--- src/pkg/usb_dc_cmd_consts.vh ---
// Purpose: Shared constants of the endpoint setup command interpreter
// Assumes: Included by bare name from the rtl files
// Notes:   Definitions only
`ifndef USB_DC_CMD_CONSTS_VH
`define USB_DC_CMD_CONSTS_VH

// -----------------------------------------------------------------------
// Command codes (upper nibble selects the group, lower the endpoint)
// -----------------------------------------------------------------------
`define CMD_SETUP_WR_GRP   4'h2
`define CMD_SETUP_RD_GRP   4'h3
`define CMD_ERR_RD_GRP     4'hA
`define CMD_STAT_COPY_GRP  4'hD
`define CMD_UNLOCK         8'hB0

// -----------------------------------------------------------------------
// Endpoint setup register fields
// -----------------------------------------------------------------------
`define SETUP_BUFFER_ON    7
`define SETUP_DIRECTION    6
`define SETUP_TWO_BUFFERS  5
`define SETUP_ISO_TYPE     4
`define SETUP_SIZE_HI      3
`define SETUP_SIZE_LO      0
`define SETUP_RESET        8'h00

// -----------------------------------------------------------------------
// Endpoint count and sequence end
// -----------------------------------------------------------------------
`define EP_COUNT           16
`define EP_LAST_INDEX      4'hF
`define EP_FIRST_INDEX     4'h0

`endif

--- src/rtl/usb_dc_setup_cmd.v ---
// Purpose: Command interpreter for endpoint setup and general commands
// Assumes: Strobes and data come from pins and are synchronised here
// Summary of operation
// - Codes A0..AF return error code of endpoints 0..15 as one read
// - Code B0 plus one word write unlocks all writable registers
// - In 16-bit mode N bytes take (N+1)/2 words, last may be partial
// - Status copy reads return status without clearing anything
// - 8-bit register read in 16-bit mode: upper byte unusable
// - Setup written by 20..2F, read by 30..3F, one word each
// - A USB bus reset disables every endpoint
// - Allocation waits for in-order setup of all 16, starts after last
// - A change to size or enable invalidates every endpoint buffer
// - Setup register 8 bits RW, fields at 7,6,5,4,3..0, reset zero
// - Enable bit set allocates buffer; clear means none allocated
// - Direction bit: 0 is OUT, 1 is IN
// - Double-buffer bit gives two alternating buffers
// - Type bit set is isochronous, clear is bulk or interrupt
`timescale 1ns/1ps
`include "usb_dc_cmd_consts.vh"

module usb_dc_setup_cmd
(
   input  wire         REF_CLK_IN,
   input  wire         RST_IN,
   input  wire         CMD_STB_IN,
   input  wire         WR_STB_IN,
   input  wire         RD_STB_IN,
   input  wire [15:0]  DATA_IN,
   input  wire         BUS16_IN,
   input  wire         LOCK_REQ_IN,
   input  wire         USB_BUS_RESET_IN,
   input  wire [127:0] ERROR_CODES_IN,
   input  wire [127:0] STATUS_IN,
   input  wire [9:0]   XFER_BYTES_IN,
   output reg  [15:0]  DATA_OUT,
   output reg          LOCKED_OUT,
   output wire [127:0] SETUP_OUT,
   output wire [15:0]  BUFFER_ON_OUT,
   output wire [15:0]  DIRECTION_IN_OUT,
   output wire [15:0]  TWO_BUFFERS_OUT,
   output wire [15:0]  ISOCHRONOUS_OUT,
   output wire         ALLOC_START_OUT,
   output wire         ALLOCATED_OUT,
   output wire         INVALIDATE_OUT,
   output wire [9:0]   XFER_ACCESSES_OUT,
   output wire         XFER_PARTIAL_OUT
);

   // -------------------------------------------------------------------
   // States
   // -------------------------------------------------------------------
   localparam [2:0] ST_IDLE    = 3'b001;
   localparam [2:0] ST_WR_DATA = 3'b010;
   localparam [2:0] ST_RD_DATA = 3'b100;

   // -------------------------------------------------------------------
   // Synchronisers for pin inputs
   // -------------------------------------------------------------------
   reg  [2:0]  cmd_sync;
   reg  [2:0]  wr_sync;
   reg  [2:0]  rd_sync;
   reg  [15:0] data_s1;
   reg  [15:0] data_s2;
   reg  [1:0]  bus16_sync;

   reg  [2:0]  state;
   reg  [2:0]  next_state;
   reg  [7:0]  cmd;
   reg         unlock_low_seen;
   reg         setup_wr;
   reg         bus16;
   reg  [7:0]  sel_byte;

   wire        cmd_edge;
   wire        wr_edge;
   wire        rd_edge;
   wire [3:0]  cmd_grp;
   wire [3:0]  cmd_ep;

   // Three stages per strobe, two for data and width: stage one feeds only stage two, edges use 2 and 3
   always @(posedge REF_CLK_IN)
   begin
      if (RST_IN)
      begin
         cmd_sync   <= 3'b000;
         wr_sync    <= 3'b000;
         rd_sync    <= 3'b000;
         data_s1    <= 16'h0000;
         data_s2    <= 16'h0000;
         bus16_sync <= 2'b00;
      end
      else
      begin
         cmd_sync   <= {cmd_sync[1:0], CMD_STB_IN};
         wr_sync    <= {wr_sync[1:0], WR_STB_IN};
         rd_sync    <= {rd_sync[1:0], RD_STB_IN};
         data_s1    <= DATA_IN;
         data_s2    <= data_s1;
         bus16_sync <= {bus16_sync[0], BUS16_IN};
      end
   end

   // Rising edges after synchronisation
   assign cmd_edge = cmd_sync[1] & ~cmd_sync[2];
   assign wr_edge  = wr_sync[1] & ~wr_sync[2];
   assign rd_edge  = rd_sync[1] & ~rd_sync[2];

   always @*
   begin
      bus16 = bus16_sync[1];
   end

   assign cmd_grp = cmd[7:4];
   assign cmd_ep  = cmd[3:0];

   // Byte of a flat 16-entry table
   function [7:0] pick_byte;
      input [127:0] table_v;
      input [3:0]   idx;
      begin
         pick_byte = table_v[idx*8 +: 8];
      end
   endfunction

   // Does the command expect a data write or a data read
   function is_write_cmd;
      input [7:0] code;
      begin
         is_write_cmd = (code[7:4] == `CMD_SETUP_WR_GRP)
                        || (code == `CMD_UNLOCK);
      end
   endfunction

   function is_read_cmd;
      input [7:0] code;
      begin
         is_read_cmd = (code[7:4] == `CMD_SETUP_RD_GRP)
                       || (code[7:4] == `CMD_ERR_RD_GRP)
                       || (code[7:4] == `CMD_STAT_COPY_GRP);
      end
   endfunction

   // -------------------------------------------------------------------
   // Command sequencer
   // -------------------------------------------------------------------
   // A new command always wins, so a dropped data phase cannot wedge us
   always @*
   begin
      next_state = state;
      case (state)
         ST_IDLE,
         ST_WR_DATA,
         ST_RD_DATA:
         begin
            if (cmd_edge)
            begin
               if (is_write_cmd(data_s2[7:0]))
                  next_state = ST_WR_DATA;
               else if (is_read_cmd(data_s2[7:0]))
                  next_state = ST_RD_DATA;
               else
                  next_state = ST_IDLE;
            end
            else if ((state == ST_WR_DATA) && wr_edge)
            begin
               // 8-bit unlock needs both bytes of the word
               if ((cmd == `CMD_UNLOCK) && !bus16 && !unlock_low_seen)
                  next_state = ST_WR_DATA;
               else
                  next_state = ST_IDLE;
            end
            else if ((state == ST_RD_DATA) && rd_edge)
               next_state = ST_IDLE;
         end
         default:
            next_state = ST_IDLE;
      endcase
   end

   always @(posedge REF_CLK_IN)
   begin
      if (RST_IN)
      begin
         state <= ST_IDLE;
         cmd   <= 8'h00;
      end
      else
      begin
         state <= next_state;
         if (cmd_edge)
            cmd <= data_s2[7:0];
      end
   end

   // -------------------------------------------------------------------
   // Read data selection
   // -------------------------------------------------------------------
   // Status copy is a plain look; nothing is cleared on the way out
   always @*
   begin
      case (data_s2[7:4])
         `CMD_SETUP_RD_GRP:
            sel_byte = pick_byte(SETUP_OUT, data_s2[3:0]);
         `CMD_ERR_RD_GRP:
            sel_byte = pick_byte(ERROR_CODES_IN, data_s2[3:0]);
         `CMD_STAT_COPY_GRP:
            sel_byte = pick_byte(STATUS_IN, data_s2[3:0]);
         default:
            sel_byte = 8'h00;
      endcase
   end

   // Data is latched at command time and held through the read strobe
   always @(posedge REF_CLK_IN)
   begin
      if (RST_IN)
         DATA_OUT <= 16'h0000;
      else if (cmd_edge && is_read_cmd(data_s2[7:0]))
         DATA_OUT <= {8'h00, sel_byte};     // Upper byte zero
   end

   // -------------------------------------------------------------------
   // Write lock and unlock
   // -------------------------------------------------------------------
   // Any data word unlocks; the value is not checked
   always @(posedge REF_CLK_IN)
   begin
      if (RST_IN)
      begin
         LOCKED_OUT      <= 1'b0;
         unlock_low_seen <= 1'b0;
      end
      else
      begin
         if (cmd_edge)
            unlock_low_seen <= 1'b0;
         if ((state == ST_WR_DATA) && wr_edge && (cmd == `CMD_UNLOCK)
             && !cmd_edge)
         begin
            if (bus16 || unlock_low_seen)
            begin
               LOCKED_OUT      <= 1'b0;
               unlock_low_seen <= 1'b0;
            end
            else
               unlock_low_seen <= 1'b1;
         end
         else if (LOCK_REQ_IN)
            LOCKED_OUT <= 1'b1;
      end
   end

   // Setup writes go through only while unlocked
   always @*
   begin
      setup_wr = (state == ST_WR_DATA) && wr_edge && !cmd_edge
                 && (cmd_grp == `CMD_SETUP_WR_GRP) && !LOCKED_OUT;
   end

   // -------------------------------------------------------------------
   // Endpoint setup storage and allocation
   // -------------------------------------------------------------------
   ep_setup_bank u_bank
   (
      .clk         (REF_CLK_IN),
      .rst         (RST_IN),
      .wr          (setup_wr),
      .idx         (cmd_ep),
      .wdata       (data_s2[7:0]),
      .bus_reset   (USB_BUS_RESET_IN),
      .setup_flat  (SETUP_OUT),
      .alloc_start (ALLOC_START_OUT),
      .allocated   (ALLOCATED_OUT),
      .invalidate  (INVALIDATE_OUT)
   );

   // Per-endpoint field views for the data path
   genvar g;
   generate
      for (g = 0; g < `EP_COUNT; g = g + 1)
      begin : g_fields
         assign BUFFER_ON_OUT[g]    =
            SETUP_OUT[g*8+`SETUP_BUFFER_ON];
         assign DIRECTION_IN_OUT[g] =
            SETUP_OUT[g*8+`SETUP_DIRECTION];
         assign TWO_BUFFERS_OUT[g]  =
            SETUP_OUT[g*8+`SETUP_TWO_BUFFERS];
         assign ISOCHRONOUS_OUT[g]  =
            SETUP_OUT[g*8+`SETUP_ISO_TYPE];
      end
   endgenerate

   // -------------------------------------------------------------------
   // Transfer length in bus accesses
   // -------------------------------------------------------------------
   xfer_word_count u_count
   (
      .clk          (REF_CLK_IN),
      .rst          (RST_IN),
      .bus16        (bus16),
      .bytes        (XFER_BYTES_IN),
      .accesses     (XFER_ACCESSES_OUT),
      .last_partial (XFER_PARTIAL_OUT)
   );

endmodule // usb_dc_setup_cmd

--- src/rtl/ep_setup_bank.v ---
// Purpose: Holds the sixteen endpoint setup registers and allocation state
// Assumes: One write at a time from the command interpreter
// Notes:   Allocation starts only after an in-order write of all entries
`timescale 1ns/1ps
`include "usb_dc_cmd_consts.vh"

module ep_setup_bank
(
   input  wire         clk,
   input  wire         rst,
   input  wire         wr,
   input  wire [3:0]   idx,
   input  wire [7:0]   wdata,
   input  wire         bus_reset,
   output reg  [127:0] setup_flat,
   output reg          alloc_start,
   output reg          allocated,
   output reg          invalidate
);

   reg [7:0] setup_mem [0:15];
   reg [3:0] seq_next;          // Next endpoint expected in the sequence
   integer   i;                 // Loop index of the clocked process only
   integer   k;                 // Loop index of the flat view only

   // Changed size or enable alters the memory map
   function touches_memory;
      input [7:0] old_v;
      input [7:0] new_v;
      begin
         touches_memory = (old_v[`SETUP_BUFFER_ON] != new_v[`SETUP_BUFFER_ON])
            || (old_v[`SETUP_SIZE_HI:`SETUP_SIZE_LO]
                != new_v[`SETUP_SIZE_HI:`SETUP_SIZE_LO]);
      end
   endfunction

   // -------------------------------------------------------------------
   // Register array, sequence tracker and allocation
   // -------------------------------------------------------------------
   always @(posedge clk)
   begin
      alloc_start <= 1'b0;
      invalidate  <= 1'b0;
      if (rst)
      begin
         for (i = 0; i < `EP_COUNT; i = i + 1)
            setup_mem[i] <= `SETUP_RESET;
         seq_next  <= `EP_FIRST_INDEX;
         allocated <= 1'b0;
      end
      else if (bus_reset)
      begin
         // Bus reset drops every endpoint; data held is gone too
         for (i = 0; i < `EP_COUNT; i = i + 1)
            setup_mem[i][`SETUP_BUFFER_ON] <= 1'b0;
         seq_next   <= `EP_FIRST_INDEX;
         allocated  <= 1'b0;
         invalidate <= allocated;
      end
      else if (wr)
      begin
         setup_mem[idx] <= wdata;
         if (allocated && touches_memory(setup_mem[idx], wdata))
            invalidate <= 1'b1;
         // Out-of-order write restarts the sequence
         if (idx == seq_next)
            seq_next <= seq_next + 4'h1;
         else if (idx == `EP_FIRST_INDEX)
            seq_next <= 4'h1;
         else
            seq_next <= `EP_FIRST_INDEX;
         if ((idx == seq_next) && (idx == `EP_LAST_INDEX))
         begin
            alloc_start <= 1'b1;
            allocated   <= 1'b1;
         end
      end
   end

   // Flat view of the array; own index so no variable has two writers
   always @*
   begin
      setup_flat = 128'h0;
      for (k = 0; k < `EP_COUNT; k = k + 1)
         setup_flat[k*8 +: 8] = setup_mem[k];
   end

endmodule // ep_setup_bank

--- src/rtl/xfer_word_count.v ---
// Purpose: Converts a byte count into bus accesses for the current width
// Assumes: Byte count at most 1023
// Notes:   The partial flag marks an unused upper byte in the last word
`timescale 1ns/1ps

module xfer_word_count
(
   input  wire       clk,
   input  wire       rst,
   input  wire       bus16,
   input  wire [9:0] bytes,
   output reg  [9:0] accesses,
   output reg        last_partial
);

   // -------------------------------------------------------------------
   // Registered count: (N + 1) / 2 words in 16-bit mode, N otherwise
   // -------------------------------------------------------------------
   always @(posedge clk)
   begin
      if (rst)
      begin
         accesses     <= 10'h000;
         last_partial <= 1'b0;
      end
      else if (bus16)
      begin
         accesses     <= bytes[9:1] + {9'h000, bytes[0]};
         last_partial <= bytes[0];
      end
      else
      begin
         accesses     <= bytes;
         last_partial <= 1'b0;
      end
   end

endmodule // xfer_word_count

--- config.mk ---
export PLATFORM = sky130hd
export DESIGN_NAME = usb_dc_setup_cmd
export DESIGN_NICKNAME = d
export VERILOG_FILES = /design/src/rtl/usb_dc_setup_cmd.v /design/src/rtl/ep_setup_bank.v /design/src/rtl/xfer_word_count.v
export VERILOG_INCLUDE_DIRS = /design/src /design/src/pkg
export SDC_FILE = /design/constraint.sdc
export NUM_CORES = 1
export LEC_CHECK = 0
export ABC_AREA = 1
export BUFFER_PORTS_ARGS = -buffer_cell sky130_fd_sc_hd__buf_4
export CORE_AREA = 4 4 199 201
export CTS_BUF_LIST = sky130_fd_sc_hd__clkbuf_8
export DETAILED_ROUTE_END_ITERATION = 8
export DIE_AREA = 0 0 203 205
export HOLD_SLACK_MARGIN = 0.1
export PLACE_DENSITY = 0.61
export REMOVE_ABC_BUFFERS = 1
export SLEW_MARGIN = 20
export SYNTH_ARGS = -nofsm -noshare
export SYNTH_HDL_FRONTEND = slang
export SYNTH_SLANG_ARGS = --single-unit
export TNS_END_PERCENT = 5
--- constraint.sdc ---
create_clock -name REF_CLK_IN -period 6.4 [get_ports REF_CLK_IN]
set_input_delay 1.6 -clock REF_CLK_IN [delete_from_list [all_inputs] [get_ports REF_CLK_IN]]
set_output_delay 1.6 -clock REF_CLK_IN [all_outputs]
set_load 0.01 [all_outputs]
# Word level (Yosys, flattened, before mapping)

Memory sizes are Yosys's and may differ from the RTL's. A register that Yosys moved wholly into a read port is not among the register bits.
Cells that the tools add are included.

Register bits after elaboration: 66
Output and inout bits: 223
Memory bits (writable): 128
Logic and storage cells: 146
Memories: 1
Input bits: 290

Reduce and logical (&&, ||, !) cells: 33
Mux-type cells: 50
Equal/unequal tests: 15
Shifts and indexed selects: 3
Bitwise gates (word level): 25
Add/subtract/negate cells: 2

Memories:

| name             | depth | bits a word | rd ports | clocked after memory_dff | wr ports | line               | RTL |
|---|---|---|---|---|---|---|---|
| u_bank.setup_mem | 16    | 8           | 17       | 1                        | 16       | ep_setup_bank.v:21 | `reg [7:0] setup_mem [0:15];` |

Operators by type and width:

| operator                                                        | number |
|---|---|
| 128-bit by 8-bit variable part select with 8-bit output         | 3 |
| 1-bit two-way mux                                               | 36 |
| 8-bit one-hot mux with 3 select lines                           | 1 |
| 8-bit == test, second input constant                            | 2 |
| 4-bit two-way mux                                               | 4 |
| 1-bit OR                                                        | 16 |
| 3-bit two-way mux                                               | 5 |
| 4-bit by 2-bit == test with 1-bit output, second input constant | 3 |
| 4-bit == test, second input constant                            | 3 |
| 1-bit logical AND                                               | 12 |
| 9-bit by 1-bit adder with 10-bit output                         | 1 |
| 10-bit two-way mux                                              | 1 |
| 8-bit two-way mux                                               | 1 |
| 8-bit OR reduction                                              | 1 |
| 1-bit NOT                                                       | 6 |
| 2-bit OR reduction                                              | 3 |
| 3-bit OR reduction                                              | 2 |
| 1-bit logical OR                                                | 5 |
| 4-bit by 1-bit adder with 4-bit output, second input constant   | 1 |
| 4-bit == test                                                   | 1 |
| 1-bit logical NOT                                               | 4 |
| 4-bit logical NOT                                               | 1 |
| 2-bit two-way mux                                               | 2 |
| 4-bit inequality test                                           | 1 |
| 9 further kinds                                                 | 13 |

# Logic depth before layout (Yosys ltp)

Depth after elaboration: 12
Mapped depth: 16
Depth with buffers taken out: 14

# By module

Synthesis repeated with hierarchy kept, for this count alone.

Cells, all modules: 1897
Area total of the unflattened synthesis: 12789.8 um^2

Modules (own cells, without submodules):

| module           | area each (um^2) | cells each | sequential area each (um^2) | instances |
|---|---|---|---|---|
| usb_dc_setup_cmd | 6237.2           | 1182       | 960.9                       | 1 |
| ep_setup_bank    | 5963.2           | 630        | 3983.8                      | 1 |
| xfer_word_count  | 589.3            | 85         | 220.2                       | 1 |

# Least setup slack after synthesis

No wires, ideal clock.

Path kind: input to register
Start: in RST_IN
End: mem u_bank.setup_mem[11][0] (enable)
Cell stages on the path: 6
Data arrival time: 2859 ps
Path buffers: 1
Setup time: 324 ps
Slack: 3218 ps
Data required time: 6076 ps
Cells stage by stage: clkbuf_1 -> nor2_1 -> nand2_2 -> nor2_2 -> nand3_1 -> nand2_1

RTL lines:

| what               | line                  | RTL |
|---|---|---|
| start: declaration | usb_dc_setup_cmd.v:24 | `input wire RST_IN,` |
| end: declaration   | ep_setup_bank.v:21    |  |

# Final worst setup path

Start: reg data_s2[1]
End: reg DATA_OUT[1]

Cells in the longest elaborated chain, start to end: 2
Elaborated cells on any way between the ends: 4
Classes of those cells: shift: 3; mux: 1

RTL lines:

| what                                                    | line                   | RTL |
|---|---|---|
| start: declaration                                      | usb_dc_setup_cmd.v:63  | `reg [15:0] data_s2;` |
| start signal: assignment                                | usb_dc_setup_cmd.v:98  | `data_s2 <= data_s1;` |
| 128-bit by 8-bit variable part select with 8-bit output | usb_dc_setup_cmd.v:121 | `pick_byte = table_v[idx*8 +: 8];` |
| 8-bit one-hot mux with 3 select lines (*)               | usb_dc_setup_cmd.v:201 | `case (data_s2[7:4])` |
| end signal: assignment                                  | usb_dc_setup_cmd.v:219 | `DATA_OUT <= {8'h00, sel_byte};` |
| end: declaration                                        | usb_dc_setup_cmd.v:35  | `output reg [15:0] DATA_OUT,` |

Every way passes the cells marked *; elsewhere a longest branch is shown, timed or not.
A chain may end at the register's enable or synchronous reset.

==> impl_metrics.tcl <==
set metrics [dict create \
    outcome "complete, no violations" \
    peakVddDrop_mv 0.146 \
    postCtsSetupBuffers 0 \
    root_buffer "clkbuf_8" \
    ys.flop_type "edfxtp_1" \
    grt_pass1_vias 13100 \
    yosys_register_bits 198 \
    hold_viol 0 \
    cts_hold_buf 0 \
    ys.warnings.count 0 \
    yosys-top-cells-area "edfxtp_1 31%, nand2_1 16%, dfxtp_1 11%" \
    cp-start-kind "flip-flop" \
    syn_to_final_growth_pct 30.7 \
    grt_usage_pct 25.5 \
    worstReg2RegStart "data_s2[1]$_SDFF_PP0_" \
    viasPerCell 5.04 \
    grt_max_degree 113 \
    layout-drive-gt1-share_pct 26.0 \
    drt_iter0_markers 1197 \
    crit_fanout 68 \
    pwr_density_cell_mw_per_mm2 169 \
    cp_common_cell "o21ai_0" \
    synth_cells 1810 \
    crit_arrival_ns 4.40 \
    core_sq_mm 0.0376 \
    r2r_cells 9 \
    gr-total-overflow 0 \
    syn_area_sq_mm 0.0125 \
    tns_ns 0 \
    slowest_delay_ns 0.96 \
    crit_slowest_cell "dfxtp_4" \
    first_pass_iters 5 \
    endpoint "DATA_OUT[1]$_SDFFE_PP0P_" \
    postSynth.asyncResetShare_pct 0 \
    syn_avg_cell_area_sq_um 6.93 \
    fin_nets 2457 \
    yosys.cell_types.count 38 \
    cts_resized 0 \
    synth_top_area_cell "edfxtp_1" \
    antenna_found_initial 8 \
    yosysSeqAreaShare_pct 41.8 \
    dieArea_sq_mm 0.0416 \
    yosysMostFrequentCell "nand2_1" \
    clockBufferDepth 2 \
    finalCritPeriodShare_pct 61.8 \
    dpl.hpwl_mm 41.7 \
    synth-edff-count 128 \
    dp.cells 2656 \
    synth_commonest_cells "539 x nand2_1, 254 x nand3_1, 246 x nor2_1" \
    hold_path_class "reg -> reg" \
    synth_top_area_share_pct 30.6 \
    io_pins 513 \
    max_cap_viol_count 0 \
    ant_nets 0 \
    worstSetupEndpointType "flip-flop" \
    wl_per_cell_um 20.7 \
    clock_skew_ns 0.0169 \
    worst_hold_startpoint "data_s1[2]$_SDFF_PP0_" \
    crit_chain "clkinv_2 > nand2_1 > buf_4 > o22ai_1 > o21ai_0 > nand3_1 > o21ai_0 > o21ai_1 > inv_1" \
    clock-sinks 198 \
    grt_setup_unrepaired "no" \
    critPathKind "reg -> reg" \
    p_leak_nw 7.39 \
    wirelength_mm 55.7 \
    drc 0 \
    fin_total_pwr_mw 2.77 \
    tightest_slew_ns 0.995 \
    place.gp.congestion 0.947 \
    path_clk_slew_ns 0.11 \
    dieHeight_um 205 \
    io_buffers 496 \
    fp.dieW_um 203 \
    relSlewSlack_pct 33.7 \
    max_freq_ghz 0.253 \
    rr_endpoint "DATA_OUT[1]$_SDFFE_PP0P_" \
    finalSetupViolations 0 \
    fin_cells 2696 \
    crit_start "data_s2[1]$_SDFF_PP0_" \
    numCtsBuffers 17 \
    fin_crit_ns 3.95 \
    grt_first_pass_wirelength_mm 80.9 \
    htreeDepth 4 \
    vias 13600 \
    drv_slew 0 \
    required_ns 6.84 \
    rows 71 \
    clk_latency_ns 0.49 \
    cts_tree "yes" \
    start_util_pct 33.4 \
    reg2reg_setup_slack_ns 2.45 \
]
-- worst min path at each step --
stage          slack (ns)                        to  depth (start not counted)
3_5_place_dp         0.39     data_s2[1]$_SDFF_PP0_                          2
2_1_floorplan        0.39  bus16_sync[1]$_SDFF_PP0_                          2
3_3_place_gp         0.39     data_s2[6]$_SDFF_PP0_                          2
5_1_grt              0.42    cmd_sync[1]$_SDFF_PP0_                          2
4_1_cts              0.41     wr_sync[1]$_SDFF_PP0_                          2
6_report             0.41     data_s2[2]$_SDFF_PP0_                          2
-- critical path: cells and delay by family, from the launching register on --
kind / cells / cell delay, ns
buffers and inverters: 3 / 0.98
flip-flops: 1 / 0.96
AND/OR/NAND/NOR: 2 / 0.93
AO/OA/AOI/OAI: 4 / 0.96
-- cell type report --
type                    instances  area, sq um
diodes                          8         20.0
inverters                     152          577
flip-flops and latches        198         5250
repair buffers                512         3850
clock inverters                14          133
clock buffers                  18          248
well taps                     511          639
fillers                      3971        21200
multi-input cells            1283         5680
-- through the flow --
| stage | util (%) | cell area (sq um) | hold slack, ns | setup WS [ns] |
|---|---|---|---|---|
| 4_1_cts | 43.6 | 16400 | 0.408 | 2.64 |
| 3_5_place_dp | 42.5 | 16000 | 0.390 | 2.49 |
| 2_1_floorplan | - | 11500 | 0.388 | 1.51 |
| 5_1_grt | 43.6 | 16400 | 0.423 | 2.45 |
| 3_3_place_gp | 42.5 | 16000 | 0.390 | 2.52 |
| 6_report | 43.6 | 16400 | 0.406 | 2.45 |
-- layout by cell type (no fill, tap or decap), drive strengths merged --
cell type / count
or2: 2
inv: 153
conb: 8
nor4: 2
o22ai: 5
xor2: 6
nor3: 12
o21a: 2
o41ai: 1
o21ai: 79
nor2: 251
a31oi: 1
o31ai: 2
dfxtp: 70
ha: 3
nand2: 543
buf: 512
o211ai: 14
nand3: 254
nand4: 8
clkbuf: 18
o221ai: 18
clkinv: 13
o2111ai: 1
a21oi: 66
xnor2: 4
diode: 8
a211o: 1
edfxtp: 128
-- cells by family after synthesis --
kind of cell / Yosys count / synth area share [%]
xor+xnor: 10 / 0.698
other cells: 1 / 0.0299
compound gates: 190 / 8.63
fa+ha+maj: 3 / 0.299
buf+inv: 336 / 13.1
flops: 198 / 41.8
simple gates: 1072 / 35.4
-- sequential cells by signal (all words and copies together) (netlist names), named ones only --
register	flops
u_count.last_partial	1
cmd	8
unlock_low_seen	1
DATA_OUT	8
data_s1	8
u_count.accesses	10
bus16_sync	2
u_bank.allocated	1
u_bank.invalidate	1
u_bank.seq_next	4
LOCKED_OUT	1
wr_sync	3
state	3
cmd_sync	3
rd_sync	3
u_bank.setup_mem	128
u_bank.alloc_start	1
data_s2	8
-- power breakdown --
part | leakage (nW) | switching [mW] | internal (mW)
Clock | 0.199 | 0.496 | 0.299
Sequential | 1.91 | 0.0600 | 1.40
Combinational | 5.28 | 0.277 | 0.244
-- layer usage --
layer | up-vias | track usage (%) | share of wire [%]
li1 | 6505 | - | -
met1 | 6368 | 31.6 | 39
met2 | 643 | 45.6 | 51
met3 | 66 | 4.61 | 7.8
met4 | 0 | 7.30 | 2.3
met5 | - | 0 | 0
(Power assumes the default switching activity.)
